==> src/inc/flash_erase_pkg.sv <==
// Constants, commands and state types for the bulk erase controller
package flash_erase_pkg;
   localparam int CLK_PERIOD_NS = 10;
   // erase_pulse_duration: host timer for one bulk erase pulse
   localparam int ERASE_PULSE_NS = 10_000_000;
   localparam int ERASE_PULSE_CYC = (ERASE_PULSE_NS + CLK_PERIOD_NS - 1) / CLK_PERIOD_NS;
   localparam int PROG_PULSE_NS = 10_000;
   localparam int PROG_PULSE_CYC = (PROG_PULSE_NS + CLK_PERIOD_NS - 1) / CLK_PERIOD_NS;
   localparam int SETTLE_NS = 6_000;
   localparam int SETTLE_CYC = (SETTLE_NS + CLK_PERIOD_NS - 1) / CLK_PERIOD_NS;
   localparam int VPP_RAMP_NS = 1_000;
   localparam int VPP_RAMP_CYC = (VPP_RAMP_NS + CLK_PERIOD_NS - 1) / CLK_PERIOD_NS;
   localparam int WE_LOW_NS = 100;
   localparam int WE_LOW_CYC = (WE_LOW_NS + CLK_PERIOD_NS - 1) / CLK_PERIOD_NS;
   localparam int READ_ACC_NS = 150;
   localparam int READ_ACC_CYC = (READ_ACC_NS + CLK_PERIOD_NS - 1) / CLK_PERIOD_NS;
   localparam int MAX_ERASE_PULSES = 1000;
   localparam int MAX_PROG_PULSES = 25;
   localparam int ADDR_W = 18;
   localparam int TALLY_W = 10;
   localparam int PPULSE_W = 5;
   localparam int TMR_W = 20;
   localparam int ECNT_W = 8;
   localparam logic [7:0] CMD_READ = 8'h00;
   localparam logic [7:0] CMD_ERASE = 8'h20;
   localparam logic [7:0] CMD_PSETUP = 8'h40;
   localparam logic [7:0] CMD_EVERIFY = 8'ha0;
   localparam logic [7:0] CMD_PVERIFY = 8'hc0;
   localparam logic [7:0] CMD_RESET = 8'hff;
   localparam logic [7:0] BYTE_ERASED = 8'hff;
   localparam logic [7:0] BYTE_CHARGED = 8'h00;
   localparam logic [7:0] DQ_RST = 8'h00;

   typedef enum logic [4:0] {
      ST_IDLE, ST_VPP_UP, ST_READ_CMD, ST_BLANK_RD, ST_PGM_SETUP, ST_PGM_WR, ST_PGM_WAIT,
      ST_PGM_VFY, ST_PGM_SETTLE, ST_PGM_RD, ST_ERS_SETUP, ST_ERS_GO, ST_ERS_WAIT, ST_EV_CMD,
      ST_EV_SETTLE, ST_EV_RD, ST_RST_CMD, ST_VPP_DOWN, ST_DONE
   } seq_state_e;

   typedef enum logic [2:0] {EG_IDLE, EG_SETUP, EG_STROBE, EG_HOLD, EG_READ} eng_state_e;
endpackage

==> src/inc/flash_cycle_if.sv <==
// Bus cycle request and answer between sequencer and pin engine
`timescale 1ns/100ps
interface flash_cycle_if #(parameter int AW = 18);
   logic req;
   logic wr;
   logic [AW-1:0] addr;
   logic [7:0] wdata;
   logic done;
   logic [7:0] rdata;
   modport seq (output req, output wr, output addr, output wdata, input done, input rdata);
   modport eng (input req, input wr, input addr, input wdata, output done, output rdata);
endinterface

==> src/rtl/flash_bulk_eraser.sv <==
// Host sequencer for bulk erase of a command-register flash
`timescale 1ns/100ps
module flash_bulk_eraser
   import flash_erase_pkg::*;
#(
   parameter int AW = ADDR_W,
   parameter int ERASE_CYC = ERASE_PULSE_CYC,
   parameter int MAX_ERASE = MAX_ERASE_PULSES
) (
   input wire logic ref_clk,
   input wire logic rstn,
   input wire logic start,
   output logic [AW-1:0] flash_addr,
   output logic [7:0] flash_dq_out,
   output logic flash_dq_oe,
   input wire logic [7:0] flash_dq_in,
   output logic flash_ce_n,
   output logic flash_we_n,
   output logic flash_oe_n,
   output logic program_supply_high_level_en,
   output logic busy,
   output logic done,
   output logic erase_ok,
   output logic erase_fail,
   output logic [TALLY_W-1:0] erase_pulse_tally
);
   flash_cycle_if #(.AW(AW)) bus ();

   seq_state_e state_reg, state_next;
   logic [AW-1:0] addr_reg, addr_next;
   logic [TALLY_W-1:0] tally_reg, tally_next;
   logic [PPULSE_W-1:0] ppulse_reg, ppulse_next;
   logic [TMR_W-1:0] timer_reg, timer_next;
   logic pend_reg, pend_next, req_reg, req_next, wr_reg, wr_next;
   logic [7:0] wdata_reg, wdata_next;
   logic vpp_reg, vpp_next, busy_reg, busy_next, done_reg, done_next;
   logic ok_reg, ok_next, fail_reg, fail_next;
   logic is_bus, op_wr, cyc_done, last_addr;
   logic [7:0] op_data;

   assign cyc_done = pend_reg && bus.done;
   assign last_addr = (addr_reg == {AW{1'b1}});

   // Which bus cycle each state issues
   always_comb begin
      is_bus = 1'b1;
      op_wr = 1'b1;
      op_data = CMD_READ;
      case (state_reg)
         ST_READ_CMD: op_data = CMD_READ;
         ST_BLANK_RD: op_wr = 1'b0;
         ST_PGM_SETUP: op_data = CMD_PSETUP;
         ST_PGM_WR: op_data = BYTE_CHARGED;
         ST_PGM_VFY: op_data = CMD_PVERIFY;
         ST_PGM_RD: op_wr = 1'b0;
         ST_ERS_SETUP: op_data = CMD_ERASE;
         ST_ERS_GO: op_data = CMD_ERASE;
         ST_EV_CMD: op_data = CMD_EVERIFY;
         ST_EV_RD: op_wr = 1'b0;
         ST_RST_CMD: op_data = CMD_RESET;
         default: is_bus = 1'b0;
      endcase
   end

   always_comb begin
      state_next = state_reg;
      addr_next = addr_reg;
      tally_next = tally_reg;
      ppulse_next = ppulse_reg;
      timer_next = timer_reg;
      pend_next = pend_reg;
      req_next = 1'b0;
      wr_next = wr_reg;
      wdata_next = wdata_reg;
      vpp_next = vpp_reg;
      busy_next = busy_reg;
      done_next = 1'b0;
      ok_next = ok_reg;
      fail_next = fail_reg;
      if (is_bus && !pend_reg) begin
         req_next = 1'b1;
         pend_next = 1'b1;
         wr_next = op_wr;
         wdata_next = op_data;
      end
      if (cyc_done) begin
         pend_next = 1'b0;
      end
      case (state_reg)
         ST_IDLE: begin
            if (start) begin
               busy_next = 1'b1;
               ok_next = 1'b0;
               fail_next = 1'b0;
               addr_next = '0;
               tally_next = '0;
               vpp_next = 1'b1;
               timer_next = TMR_W'(VPP_RAMP_CYC - 1);
               state_next = ST_VPP_UP;
            end
         end
         ST_VPP_UP, ST_PGM_WAIT, ST_PGM_SETTLE, ST_ERS_WAIT, ST_EV_SETTLE, ST_VPP_DOWN: begin
            // Every timed wait hands over to the state declared right after it
            timer_next = timer_reg - 1'b1;
            if (timer_reg == '0) begin
               state_next = seq_state_e'(state_reg + 1'b1);
            end
         end
         ST_READ_CMD, ST_PGM_SETUP, ST_ERS_SETUP: begin
            if (cyc_done) begin
               state_next = seq_state_e'(state_reg + 1'b1);
            end
         end
         ST_BLANK_RD: begin
            if (cyc_done) begin
               if (bus.rdata != BYTE_ERASED) begin
                  addr_next = '0;
                  ppulse_next = '0;
                  state_next = ST_PGM_SETUP;
               end else if (last_addr) begin
                  ok_next = 1'b1;
                  state_next = ST_RST_CMD;
               end else begin
                  addr_next = addr_reg + 1'b1;
               end
            end
         end
         ST_PGM_WR: begin
            if (cyc_done) begin
               ppulse_next = ppulse_reg + 1'b1;
               timer_next = TMR_W'(PROG_PULSE_CYC - 1);
               state_next = ST_PGM_WAIT;
            end
         end
         ST_PGM_VFY: begin
            if (cyc_done) begin
               timer_next = TMR_W'(SETTLE_CYC - 1);
               state_next = ST_PGM_SETTLE;
            end
         end
         ST_PGM_RD: begin
            if (cyc_done) begin
               if (bus.rdata == BYTE_CHARGED) begin
                  ppulse_next = '0;
                  if (last_addr) begin
                     addr_next = '0;
                     tally_next = '0;
                     state_next = ST_ERS_SETUP;
                  end else begin
                     addr_next = addr_reg + 1'b1;
                     state_next = ST_PGM_SETUP;
                  end
               end else if (ppulse_reg == PPULSE_W'(MAX_PROG_PULSES)) begin
                  // A byte that will not charge cannot be erased reliably
                  fail_next = 1'b1;
                  state_next = ST_RST_CMD;
               end else begin
                  state_next = ST_PGM_SETUP;
               end
            end
         end
         ST_ERS_GO: begin
            if (cyc_done) begin
               // Timer starts once the second strobe has risen
               tally_next = tally_reg + 1'b1;
               timer_next = TMR_W'(ERASE_CYC - 1);
               state_next = ST_ERS_WAIT;
            end
         end
         ST_EV_CMD: begin
            if (cyc_done) begin
               timer_next = TMR_W'(SETTLE_CYC - 1);
               state_next = ST_EV_SETTLE;
            end
         end
         ST_EV_RD: begin
            if (cyc_done) begin
               if (bus.rdata == BYTE_ERASED) begin
                  if (last_addr) begin
                     ok_next = 1'b1;
                     state_next = ST_RST_CMD;
                  end else begin
                     addr_next = addr_reg + 1'b1;
                     state_next = ST_EV_CMD;
                  end
               end else if (tally_reg == TALLY_W'(MAX_ERASE)) begin
                  fail_next = 1'b1;
                  state_next = ST_RST_CMD;
               end else begin
                  // Failing address is kept so verification resumes there
                  state_next = ST_ERS_SETUP;
               end
            end
         end
         ST_RST_CMD: begin
            if (cyc_done) begin
               timer_next = TMR_W'(VPP_RAMP_CYC - 1);
               vpp_next = 1'b0;
               state_next = ST_VPP_DOWN;
            end
         end
         ST_DONE: begin
            busy_next = 1'b0;
            done_next = 1'b1;
            state_next = ST_IDLE;
         end
         default: state_next = ST_IDLE;
      endcase
   end

   always_ff @(posedge ref_clk or negedge rstn) begin
      if (!rstn) begin
         state_reg <= ST_IDLE;
         addr_reg <= '0;
         tally_reg <= '0;
         ppulse_reg <= '0;
         timer_reg <= '0;
         pend_reg <= 1'b0;
         req_reg <= 1'b0;
         wr_reg <= 1'b0;
         wdata_reg <= CMD_READ;
         vpp_reg <= 1'b0;
         busy_reg <= 1'b0;
         done_reg <= 1'b0;
         ok_reg <= 1'b0;
         fail_reg <= 1'b0;
      end else begin
         state_reg <= state_next;
         addr_reg <= addr_next;
         tally_reg <= tally_next;
         ppulse_reg <= ppulse_next;
         timer_reg <= timer_next;
         pend_reg <= pend_next;
         req_reg <= req_next;
         wr_reg <= wr_next;
         wdata_reg <= wdata_next;
         vpp_reg <= vpp_next;
         busy_reg <= busy_next;
         done_reg <= done_next;
         ok_reg <= ok_next;
         fail_reg <= fail_next;
      end
   end

   assign bus.req = req_reg;
   assign bus.wr = wr_reg;
   assign bus.addr = addr_reg;
   assign bus.wdata = wdata_reg;
   assign program_supply_high_level_en = vpp_reg;
   assign busy = busy_reg;
   assign done = done_reg;
   assign erase_ok = ok_reg;
   assign erase_fail = fail_reg;
   assign erase_pulse_tally = tally_reg;

   flash_cycle_engine #(.AW(AW)) u_engine (
      .ref_clk(ref_clk),
      .rstn(rstn),
      .bus(bus),
      .flash_addr(flash_addr),
      .flash_dq_out(flash_dq_out),
      .flash_dq_oe(flash_dq_oe),
      .flash_dq_in(flash_dq_in),
      .flash_ce_n(flash_ce_n),
      .flash_we_n(flash_we_n),
      .flash_oe_n(flash_oe_n)
   );

   // Helper: cycles spent in the current state, read only by assertions
   logic [TMR_W-1:0] stay_cnt;
   always_ff @(posedge ref_clk or negedge rstn) begin
      if (!rstn) begin
         stay_cnt <= '0;
      end else begin
         stay_cnt <= (state_next != state_reg) ? '0 : stay_cnt + 1'b1;
      end
   end
endmodule

==> src/rtl/flash_cycle_engine.sv <==
// Pin engine: one flash write or read bus cycle per request
`timescale 1ns/100ps
module flash_cycle_engine
   import flash_erase_pkg::*;
#(
   parameter int AW = ADDR_W
) (
   input wire logic ref_clk,
   input wire logic rstn,
   flash_cycle_if.eng bus,
   output logic [AW-1:0] flash_addr,
   output logic [7:0] flash_dq_out,
   output logic flash_dq_oe,
   input wire logic [7:0] flash_dq_in,
   output logic flash_ce_n,
   output logic flash_we_n,
   output logic flash_oe_n
);
   eng_state_e eng_reg, eng_next;
   logic [ECNT_W-1:0] cnt_reg, cnt_next;
   logic [AW-1:0] addr_reg, addr_next;
   logic [7:0] dout_reg, dout_next, rdata_reg, rdata_next;
   logic oe_reg, oe_next, ce_n_reg, ce_n_next, we_n_reg, we_n_next, oe_n_reg, oe_n_next;
   logic done_reg, done_next;
   logic [7:0] dq_meta_reg, dq_sync_reg;

   always_ff @(posedge ref_clk or negedge rstn) begin
      if (!rstn) begin
         dq_meta_reg <= DQ_RST;
         dq_sync_reg <= DQ_RST;
      end else begin
         dq_meta_reg <= flash_dq_in;
         dq_sync_reg <= dq_meta_reg;
      end
   end

   always_comb begin
      eng_next = eng_reg;
      cnt_next = cnt_reg;
      addr_next = addr_reg;
      dout_next = dout_reg;
      rdata_next = rdata_reg;
      oe_next = oe_reg;
      ce_n_next = ce_n_reg;
      we_n_next = we_n_reg;
      oe_n_next = oe_n_reg;
      done_next = 1'b0;
      case (eng_reg)
         EG_IDLE: begin
            if (bus.req) begin
               addr_next = bus.addr;
               dout_next = bus.wdata;
               cnt_next = '0;
               if (bus.wr) begin
                  oe_next = 1'b1;
                  eng_next = EG_SETUP;
               end else begin
                  ce_n_next = 1'b0;
                  oe_n_next = 1'b0;
                  eng_next = EG_READ;
               end
            end
         end
         EG_SETUP: begin
            // Output enable stays high so the write is accepted
            ce_n_next = 1'b0;
            we_n_next = 1'b0;
            eng_next = EG_STROBE;
         end
         EG_STROBE: begin
            cnt_next = cnt_reg + 1'b1;
            if (cnt_reg == ECNT_W'(WE_LOW_CYC - 1)) begin
               we_n_next = 1'b1;
               eng_next = EG_HOLD;
            end
         end
         EG_HOLD: begin
            // Data still driven while strobe rises, released a cycle later
            ce_n_next = 1'b1;
            oe_next = 1'b0;
            done_next = 1'b1;
            eng_next = EG_IDLE;
         end
         EG_READ: begin
            cnt_next = cnt_reg + 1'b1;
            // Two extra cycles cover the pin synchroniser
            if (cnt_reg == ECNT_W'(READ_ACC_CYC + 1)) begin
               rdata_next = dq_sync_reg;
               ce_n_next = 1'b1;
               oe_n_next = 1'b1;
               done_next = 1'b1;
               eng_next = EG_IDLE;
            end
         end
         default: eng_next = EG_IDLE;
      endcase
   end

   always_ff @(posedge ref_clk or negedge rstn) begin
      if (!rstn) begin
         eng_reg <= EG_IDLE;
         cnt_reg <= '0;
         addr_reg <= '0;
         dout_reg <= DQ_RST;
         rdata_reg <= DQ_RST;
         oe_reg <= 1'b0;
         ce_n_reg <= 1'b1;
         we_n_reg <= 1'b1;
         oe_n_reg <= 1'b1;
         done_reg <= 1'b0;
      end else begin
         eng_reg <= eng_next;
         cnt_reg <= cnt_next;
         addr_reg <= addr_next;
         dout_reg <= dout_next;
         rdata_reg <= rdata_next;
         oe_reg <= oe_next;
         ce_n_reg <= ce_n_next;
         we_n_reg <= we_n_next;
         oe_n_reg <= oe_n_next;
         done_reg <= done_next;
      end
   end

   assign bus.done = done_reg;
   assign bus.rdata = rdata_reg;
   assign flash_addr = addr_reg;
   assign flash_dq_out = dout_reg;
   assign flash_dq_oe = oe_reg;
   assign flash_ce_n = ce_n_reg;
   assign flash_we_n = we_n_reg;
   assign flash_oe_n = oe_n_reg;
endmodule

==> config.mk <==
export PLATFORM = sky130hd
export DESIGN_NAME = flash_bulk_eraser
export DESIGN_NICKNAME = d
export VERILOG_FILES = /design/src/inc/flash_erase_pkg.sv /design/src/inc/flash_cycle_if.sv /design/src/rtl/flash_bulk_eraser.sv /design/src/rtl/flash_cycle_engine.sv
export SDC_FILE = /design/constraint.sdc
export NUM_CORES = 1
export LEC_CHECK = 0
export BUFFER_PORTS_ARGS = -buffer_cell sky130_fd_sc_hd__buf_2
export CAP_MARGIN = 30
export CORE_ASPECT_RATIO = 0.6
export CORE_UTILIZATION = 35
export DETAILED_ROUTE_END_ITERATION = 8
export PLACE_DENSITY_LB_ADDON = 0.12
export SLEW_MARGIN = 0
export SYNTH_ARGS = -nofsm -noshare
export SYNTH_HDL_FRONTEND = slang
export SYNTH_SLANG_ARGS = --single-unit
==> constraint.sdc <==
create_clock -name ref_clk -period 3.4 [get_ports ref_clk]
set_input_delay 0.51 -clock ref_clk [delete_from_list [all_inputs] [get_ports ref_clk]]
set_output_delay 0.51 -clock ref_clk [all_outputs]
set_load 0.02 [all_outputs]
==> metrics.txt, run 1 <==
# TYPE chip_impl_metric gauge
chip_impl_info{name="path_cells",value="buf_4 -> mux2_4 -> a21o_2 -> o41ai_2 -> nand2_1 -> mux2_1"} 1
chip_impl_metric{name="placed_cells_incl_taps",unit=""} 1016
chip_impl_metric{name="drc",unit=""} 0
chip_impl_metric{name="leakage_power_total",unit="nW"} 3.551
chip_impl_metric{name="power_density",unit="nW/um^2"} 745.9
chip_impl_metric{name="met2_wirelength",unit="mm"} 7.060
chip_impl_metric{name="post_drt_via_cell_ratio",unit=""} 5.591
chip_impl_metric{name="synth_area",unit="um^2"} 6998
chip_impl_metric{name="final_net_count",unit=""} 796
chip_impl_metric{name="finish.utilization",unit="%"} 42.01
chip_impl_info{name="tritoncts",value="built"} 1
chip_impl_metric{name="initial_antenna_violation_count",unit=""} 0
chip_impl_metric{name="floorplan.core_area",unit="um^2"} 19320
chip_impl_metric{name="met1Wirelength",unit="mm"} 10.14
chip_impl_metric{name="timing.setup.tns",unit="ns"} 0
chip_impl_metric{name="slew_headroom",unit="%"} 41.00
chip_impl_metric{name="pin_count",unit=""} 56
chip_impl_metric{name="global_route.overflow_total",unit=""} 0
chip_impl_metric{name="number_of_storage_elements_in_the_synthesis_netlist",unit=""} 132
chip_impl_info{name="critical_path_end_type",value="register"} 1
chip_impl_metric{name="syn_nets",unit=""} 739
chip_impl_metric{name="timing_hold_violations_final",unit=""} 0
chip_impl_info{name="final_cell_mix",value="sky130_fd_sc_hd__dfrtp_1 (129), sky130_fd_sc_hd__o21ai_0 (75), sky130_fd_sc_hd__nand2_1 (59)"} 1
chip_impl_metric{name="place.port_buffers",unit=""} 55
chip_impl_metric{name="required",unit="ns"} 3.70
chip_impl_metric{name="postSynth.asyncResetShare",unit="%"} 100.0
chip_impl_metric{name="antenna_left",unit=""} 0
chip_impl_metric{name="detail_route.first_pass.iterations",unit=""} 5
chip_impl_metric{name="crit_buf_inv",unit=""} 1
chip_impl_metric{name="synth-warning-count",unit=""} 0
chip_impl_metric{name="cts_repair_resize_count",unit=""} 0
chip_impl_info{name="setup.worst_path.class",value="reg2reg"} 1
chip_impl_metric{name="cpPeakStageDelay",unit="ns"} 0.81
chip_impl_metric{name="fmax",unit="MHz"} 340.0
chip_impl_metric{name="drive_above_1_share",unit="%"} 21.23
chip_impl_info{name="status",value="finished, final reports clean"} 1
chip_impl_info{name="synth_top_flop_cell",value="sky130_fd_sc_hd__dfrtp_1"} 1
chip_impl_metric{name="overall_via_count_from_detail_route",unit=""} 5859
chip_impl_info{name="cts.root.buffer_cell",value="sky130_fd_sc_hd__clkbuf_16"} 1
chip_impl_info{name="cp-start-kind",value="register"} 1
chip_impl_metric{name="initial_core_util",unit="%"} 36.21
chip_impl_metric{name="groute.usage.overall",unit="%"} 19.22
chip_impl_metric{name="finalCriticalPeriod",unit="ns"} 2.941
chip_impl_metric{name="final_max_slew_viol_count",unit=""} 0
chip_impl_metric{name="share_of_synthesized_area_occupied_by_flip_flops_and_latches",unit="%"} 47.26
chip_impl_metric{name="cap_violations",unit=""} 0
chip_impl_metric{name="gpl.final_weighted_congestion",unit=""} 0.9161
chip_impl_metric{name="synth.avg_cell_area",unit="um^2"} 9.829
chip_impl_metric{name="placement_rows",unit=""} 39
chip_impl_metric{name="synth.lib_cells_used.distinct",unit=""} 84
chip_impl_metric{name="detail_route.iter0.violations",unit=""} 450
chip_impl_metric{name="flip_flop_count_of_the_largest_register_after_layout",unit=""} 20
chip_impl_metric{name="dpl-instance-area",unit="um^2"} 7596
chip_impl_metric{name="vdd_drop_max",unit="V"} 0.0004250
chip_impl_metric{name="postCtsSetupBuffers",unit=""} 0
chip_impl_metric{name="floorplan.die.height",unit="um"} 111.5
chip_impl_metric{name="worst-slew-pin-transition",unit="ns"} 0.8769
chip_impl_info{name="critical-path-top-delay-family",value="flip-flops"} 1
chip_impl_metric{name="hpwlAfterDp",unit="mm"} 13.33
chip_impl_metric{name="syn_inst",unit=""} 712
chip_impl_metric{name="wl_per_cell",unit="um"} 17.78
chip_impl_metric{name="synth-edff-count",unit=""} 0
chip_impl_metric{name="cts-htree-levels",unit=""} 4
chip_impl_metric{name="postLayoutCellArea",unit="um^2"} 8118
chip_impl_info{name="top_signal_layer_used",value="met4"} 1
chip_impl_metric{name="via_count_of_the_first_global_routing_pass",unit=""} 5402
chip_impl_metric{name="setup_viol",unit=""} 0
chip_impl_metric{name="wl",unit="mm"} 18.63
chip_impl_info{name="hold_path_class",value="in2async"} 1
chip_impl_metric{name="wl_met3",unit="mm"} 1.273
chip_impl_metric{name="num-fill-cells",unit=""} 1902
chip_impl_metric{name="arr_time_crit_path",unit="ns"} 3.24
chip_impl_metric{name="n_antenna_cell",unit=""} 0
chip_impl_info{name="slowest_stage",value="sky130_fd_sc_hd__dfrtp_1"} 1
chip_impl_metric{name="insertion_delay",unit="ns"} 0.43
chip_impl_metric{name="final_min_period_over_clock_period",unit="%"} 86.50
chip_impl_metric{name="finish.cell_count_without_fillers",unit=""} 1048
chip_impl_metric{name="critical_path.max_fanout",unit=""} 18
chip_impl_metric{name="max-clock-path-buffers",unit=""} 2
chip_impl_metric{name="die_area",unit="um^2"} 20580
chip_impl_metric{name="worst_setup_hold_path_clk_slew",unit="ns"} 0.05
chip_impl_metric{name="cts_inserted_buffers",unit=""} 17
chip_impl_metric{name="hold_buffers",unit=""} 0
chip_impl_metric{name="finClkSkew",unit="ns"} 0.009105
chip_impl_metric{name="area_grow_syn2layout",unit="%"} 16.00
chip_impl_info{name="grt_setup_unrepaired",value="no"} 1
chip_impl_metric{name="floorplan.die.width",unit="um"} 184.5
chip_impl_metric{name="grt_start_max_net_pins",unit=""} 89
chip_impl_metric{name="cts.sinks",unit=""} 132
chip_impl_metric{name="grt_first_pass_wirelength",unit="mm"} 30.53
chip_impl_info{name="mostFrequentLayoutCell",value="sky130_fd_sc_hd__dfrtp_1"} 1
==> routing by layer <==
metal / vias to the layer above / GRT usage (%)
li1: 2762 / -
met4: 0 / 4.778
met5: - / 0
met1: 2889 / 31.76
met3: 12 / 4.874
met2: 196 / 23.75
==> power breakdown <==
part           internal (W)  leakage [nW]  switching [W]
sequential          0.00176          1.71       0.000280
combinational      0.000866          1.59        0.00149
clock              0.000982         0.258       0.000676
total               0.00361          3.55        0.00245
==> worst paths after layout <==
path,start,end,slack [ns],cells past startpoint
max reg2reg,state_reg[3],state_reg[4],0.46,6
max,state_reg[3],state_reg[4],0.46,6
max in group asynchronous,rstn,timer_reg[6],2.48,2
min in group ref_clk,flash_dq_in[3],u_engine.dq_meta_reg[3],0.19,1
min,rstn,ppulse_reg[1],0.16,1
min reg2reg,u_engine.dq_meta_reg[6],u_engine.dq_sync_reg[6],0.35,0
==> metrics by stage <==
stage | setup slack, ns | hold WS [ns] | total power [W]
finish | 0.4590 | 0.1616 | 0.006055
global route | 0.3296 | 0.1683 | 0.006460
global placement | 0.5745 | 0.3333 | 0.004353
detailed placement | 0.5482 | 0.3347 | 0.004377
floorplan | 0.8224 | 0.2144 | 0.003710
CTS | 0.5168 | 0.1706 | 0.006066
==> worst reg2reg max path: cells and delay by family (launching register included) <==
kind	cells	cell delay [ns]
flops	1	0.81
mux	2	0.71
buf+inv	1	0.28
simple gates	1	0.30
compound gates	2	0.73
==> cell usage after synthesis, drive strengths merged (4+ instances only) <==
library cell	count	area [um^2]
dfrtp	129	3228
o21ai	80	404.1
nand2	59	221.5
nor2	56	217.7
mux2	40	454.2
a21oi	36	183.9
nand3	35	175.2
inv	20	75.07
nor3	20	111.4
clkbuf	18	67.56
buf	17	102.6
ha	16	200.2
and3	13	81.33
nand4	13	81.33
o31ai	13	97.59
a31oi	12	75.07
nor4	11	81.32
a22o	7	61.31
and2	7	43.79
o21a	7	53.80
nand2b	6	37.54
xor2	6	52.55
a21o	4	31.28
a221oi	4	35.03
a22oi	4	30.03
and4	4	35.03
nor2b	4	27.53
o211ai	4	30.03
==> logic make-up after synthesis <==
| kind of cell | Yosys count | synth area share, % |
|---|---|---|
| and+or+nand+nor | 252 | 19.43 |
| AOI/OAI and AO/OA | 205 | 18.72 |
| DFF | 132 | 47.26 |
| buffers and inverters | 55 | 3.504 |
| muxes | 43 | 7.098 |
| adders and majority gates | 16 | 2.861 |
| xor gates and xnor gates | 9 | 1.126 |
==> area by class of cell <==
cell class / instances / area (um^2) / area share (%)
Clock inverter: 6 / 32.53 / 0.4007
Timing Repair Buffer: 73 / 429.2 / 5.287
Clock buffer: 26 / 489.2 / 6.027
Inverter: 20 / 75.07 / 0.9248
Sequential cell: 132 / 3307 / 40.74
Multi-Input combinational cell: 525 / 3452 / 42.52
Tap cell: 266 / 332.8 / 4.100
Note: power is estimated with default switching activity, not from simulation.
==> inputs of run 2 (changes only) <==
CTS_BUF_LIST = sky130_fd_sc_hd__clkbuf_4 sky130_fd_sc_hd__clkbuf_8 sky130_fd_sc_hd__clkbuf_16   (was not set)
HOLD_SLACK_MARGIN = 0.06   (was not set)
==> run 2 against run 1 <==
Against the previous run:
- cell area up 0.28%
- sequential share of layout area down 0.11 points
- total power up 0.80%
- final cell count unchanged
- utilization up 0.12 points
- first-iteration DRC count up 6.4%
- die area unchanged
- highest routed layer unchanged
==> metrics.txt, run 2 (synthesis gave the netlist of run 1 again) <==
# TYPE chip_impl_metric gauge
chip_impl_metric{name="critical_path.max_fanout",unit=""} 18
chip_impl_metric{name="groute.usage.overall",unit="%"} 19.26
chip_impl_metric{name="flip_flop_count_of_the_largest_register_after_layout",unit=""} 20
chip_impl_metric{name="placed_cells_incl_taps",unit=""} 1016
chip_impl_metric{name="initial_core_util",unit="%"} 36.21
chip_impl_metric{name="overall_via_count_from_detail_route",unit=""} 5840
chip_impl_metric{name="finish.cell_count_without_fillers",unit=""} 1048
chip_impl_metric{name="max-clock-path-buffers",unit=""} 2
chip_impl_metric{name="pin_count",unit=""} 56
chip_impl_info{name="final_cell_mix",value="sky130_fd_sc_hd__dfrtp_1 (129), sky130_fd_sc_hd__o21ai_0 (75), sky130_fd_sc_hd__nand2_1 (59)"} 1
chip_impl_metric{name="gpl.final_weighted_congestion",unit=""} 0.9161
chip_impl_info{name="cts.root.buffer_cell",value="sky130_fd_sc_hd__clkbuf_16"} 1
chip_impl_metric{name="final_net_count",unit=""} 796
chip_impl_metric{name="n_antenna_cell",unit=""} 0
chip_impl_metric{name="post_drt_via_cell_ratio",unit=""} 5.573
chip_impl_metric{name="die_area",unit="um^2"} 20580
chip_impl_metric{name="via_count_of_the_first_global_routing_pass",unit=""} 5399
chip_impl_metric{name="global_route.overflow_total",unit=""} 0
chip_impl_metric{name="cts_inserted_buffers",unit=""} 17
chip_impl_metric{name="worst_setup_hold_path_clk_slew",unit="ns"} 0.05
chip_impl_metric{name="report.power.total",unit="W"} 0.006103
chip_impl_metric{name="worst-slew-pin-transition",unit="ns"} 0.8736
chip_impl_metric{name="finalCriticalPeriod",unit="ns"} 2.936
chip_impl_metric{name="power_density",unit="nW/um^2"} 749.8
chip_impl_info{name="path_cells",value="buf_4 -> mux2_4 -> a21o_2 -> o41ai_2 -> nand2_1 -> mux2_1"} 1
chip_impl_metric{name="grt_start_max_net_pins",unit=""} 89
chip_impl_metric{name="wl",unit="mm"} 18.61
chip_impl_info{name="setup.worst_path.class",value="reg2reg"} 1
chip_impl_metric{name="setup_viol",unit=""} 0
chip_impl_metric{name="place.port_buffers",unit=""} 55
chip_impl_metric{name="insertion_delay",unit="ns"} 0.43
chip_impl_info{name="mostFrequentLayoutCell",value="sky130_fd_sc_hd__dfrtp_1"} 1
chip_impl_info{name="tritoncts",value="built"} 1
chip_impl_metric{name="cap_violations",unit=""} 0
chip_impl_info{name="hold_path_class",value="in2async"} 1
chip_impl_metric{name="detail_route.first_pass.iterations",unit=""} 5
chip_impl_metric{name="final_max_slew_viol_count",unit=""} 0
chip_impl_metric{name="initial_antenna_violation_count",unit=""} 0
chip_impl_metric{name="finClkSkew",unit="ns"} 0.008899
chip_impl_metric{name="detail_route.iter0.violations",unit=""} 479
chip_impl_info{name="grt_setup_unrepaired",value="no"} 1
chip_impl_info{name="status",value="finished, final reports clean"} 1
chip_impl_metric{name="drive_above_1_share",unit="%"} 21.99
chip_impl_metric{name="cts_repair_resize_count",unit=""} 0
chip_impl_info{name="cp-start-kind",value="register"} 1
chip_impl_metric{name="floorplan.die.width",unit="um"} 184.5
chip_impl_metric{name="fmax",unit="MHz"} 340.6
chip_impl_metric{name="vdd_drop_max",unit="V"} 0.0004274
chip_impl_metric{name="wl_per_cell",unit="um"} 17.76
chip_impl_metric{name="timing_hold_violations_final",unit=""} 0
chip_impl_metric{name="cpPeakStageDelay",unit="ns"} 0.82
chip_impl_metric{name="slew_headroom",unit="%"} 41.22
chip_impl_metric{name="area_grow_syn2layout",unit="%"} 16.32
chip_impl_metric{name="placement_rows",unit=""} 39
chip_impl_metric{name="cts.sinks",unit=""} 132
chip_impl_metric{name="arr_time_crit_path",unit="ns"} 3.24
chip_impl_metric{name="leakage_power_total",unit="nW"} 3.571
chip_impl_info{name="critical_path_end_type",value="register"} 1
chip_impl_metric{name="antenna_left",unit=""} 0
chip_impl_metric{name="drc",unit=""} 0
chip_impl_metric{name="grt_first_pass_wirelength",unit="mm"} 30.60
chip_impl_metric{name="postCtsSetupBuffers",unit=""} 0
chip_impl_metric{name="hpwlAfterDp",unit="mm"} 13.33
chip_impl_metric{name="floorplan.die.height",unit="um"} 111.5
chip_impl_metric{name="hold_buffers",unit=""} 0
chip_impl_metric{name="timing.setup.tns",unit="ns"} 0
chip_impl_info{name="slowest_stage",value="sky130_fd_sc_hd__dfrtp_1"} 1
chip_impl_metric{name="final_min_period_over_clock_period",unit="%"} 86.35
chip_impl_metric{name="floorplan.core_area",unit="um^2"} 19320
chip_impl_metric{name="cts-htree-levels",unit=""} 4
chip_impl_metric{name="required",unit="ns"} 3.70
[run 2: worst max-delay path: cells and delay by family, from the launching register on]
family	cells	cell delay [ns]
multiplexers	2	0.71
AO/OA/AOI/OAI	2	0.72
buffers and inverters	1	0.28
AND/OR/NAND/NOR	1	0.29
flip-flops	1	0.82
[run 2: cell type report]
type | instances | area, um^2
multi-input combinational | 525 | 3452
fill | 1897 | 11180
clock buffer | 26 | 511.7
sequential | 132 | 3307
clock inverter | 6 | 32.53
inverter | 20 | 75.07
tap | 266 | 332.8
timing repair buffer | 73 | 429.2
[run 2: routing by layer]
layer / vias to the layer above / wire, um / GRT usage, %
met5: - / 0 / 0
met4: 0 / 159 / 4.722
met3: 12 / 1334 / 4.874
met2: 196 / 7044 / 23.90
met1: 2869 / 10080 / 31.78
li1: 2763 / - / -
[run 2: power by group]
part	switching (W)	total, W	internal (W)
sequential	0.000280	0.00204	0.00176
clock	0.000677	0.00171	0.00103
combinational	0.00149	0.00236	0.000866
[run 2: through the flow]
step	instance area [um^2]	hold WS (ns)	utilization [%]	setup slack, ns
6_report	8140	0.1545	42.13	0.4642
5_1_grt	8140	0.1679	42.13	0.3296
4_1_cts	8140	0.1706	42.13	0.5168
3_5_place_dp	7596	0.3347	39.31	0.5482
3_3_place_gp	7596	0.3333	39.31	0.5745
2_1_floorplan	6998	0.2144	-	0.8224
[run 2: worst paths after layout]
| path | start | endpoint | slack, ns | cells past startpoint |
|---|---|---|---|---|
| max | state_reg[3] | state_reg[4] | 0.46 | 6 |
| min | rstn | ppulse_reg[1] | 0.15 | 1 |
| max reg2reg | state_reg[3] | state_reg[4] | 0.46 | 6 |
| min reg2reg | u_engine.dq_meta_reg[6] | u_engine.dq_sync_reg[6] | 0.34 | 0 |
| max in group asynchronous | rstn | timer_reg[6] | 2.48 | 2 |
| min in group ref_clk | flash_dq_in[2] | u_engine.dq_meta_reg[2] | 0.19 | 1 |
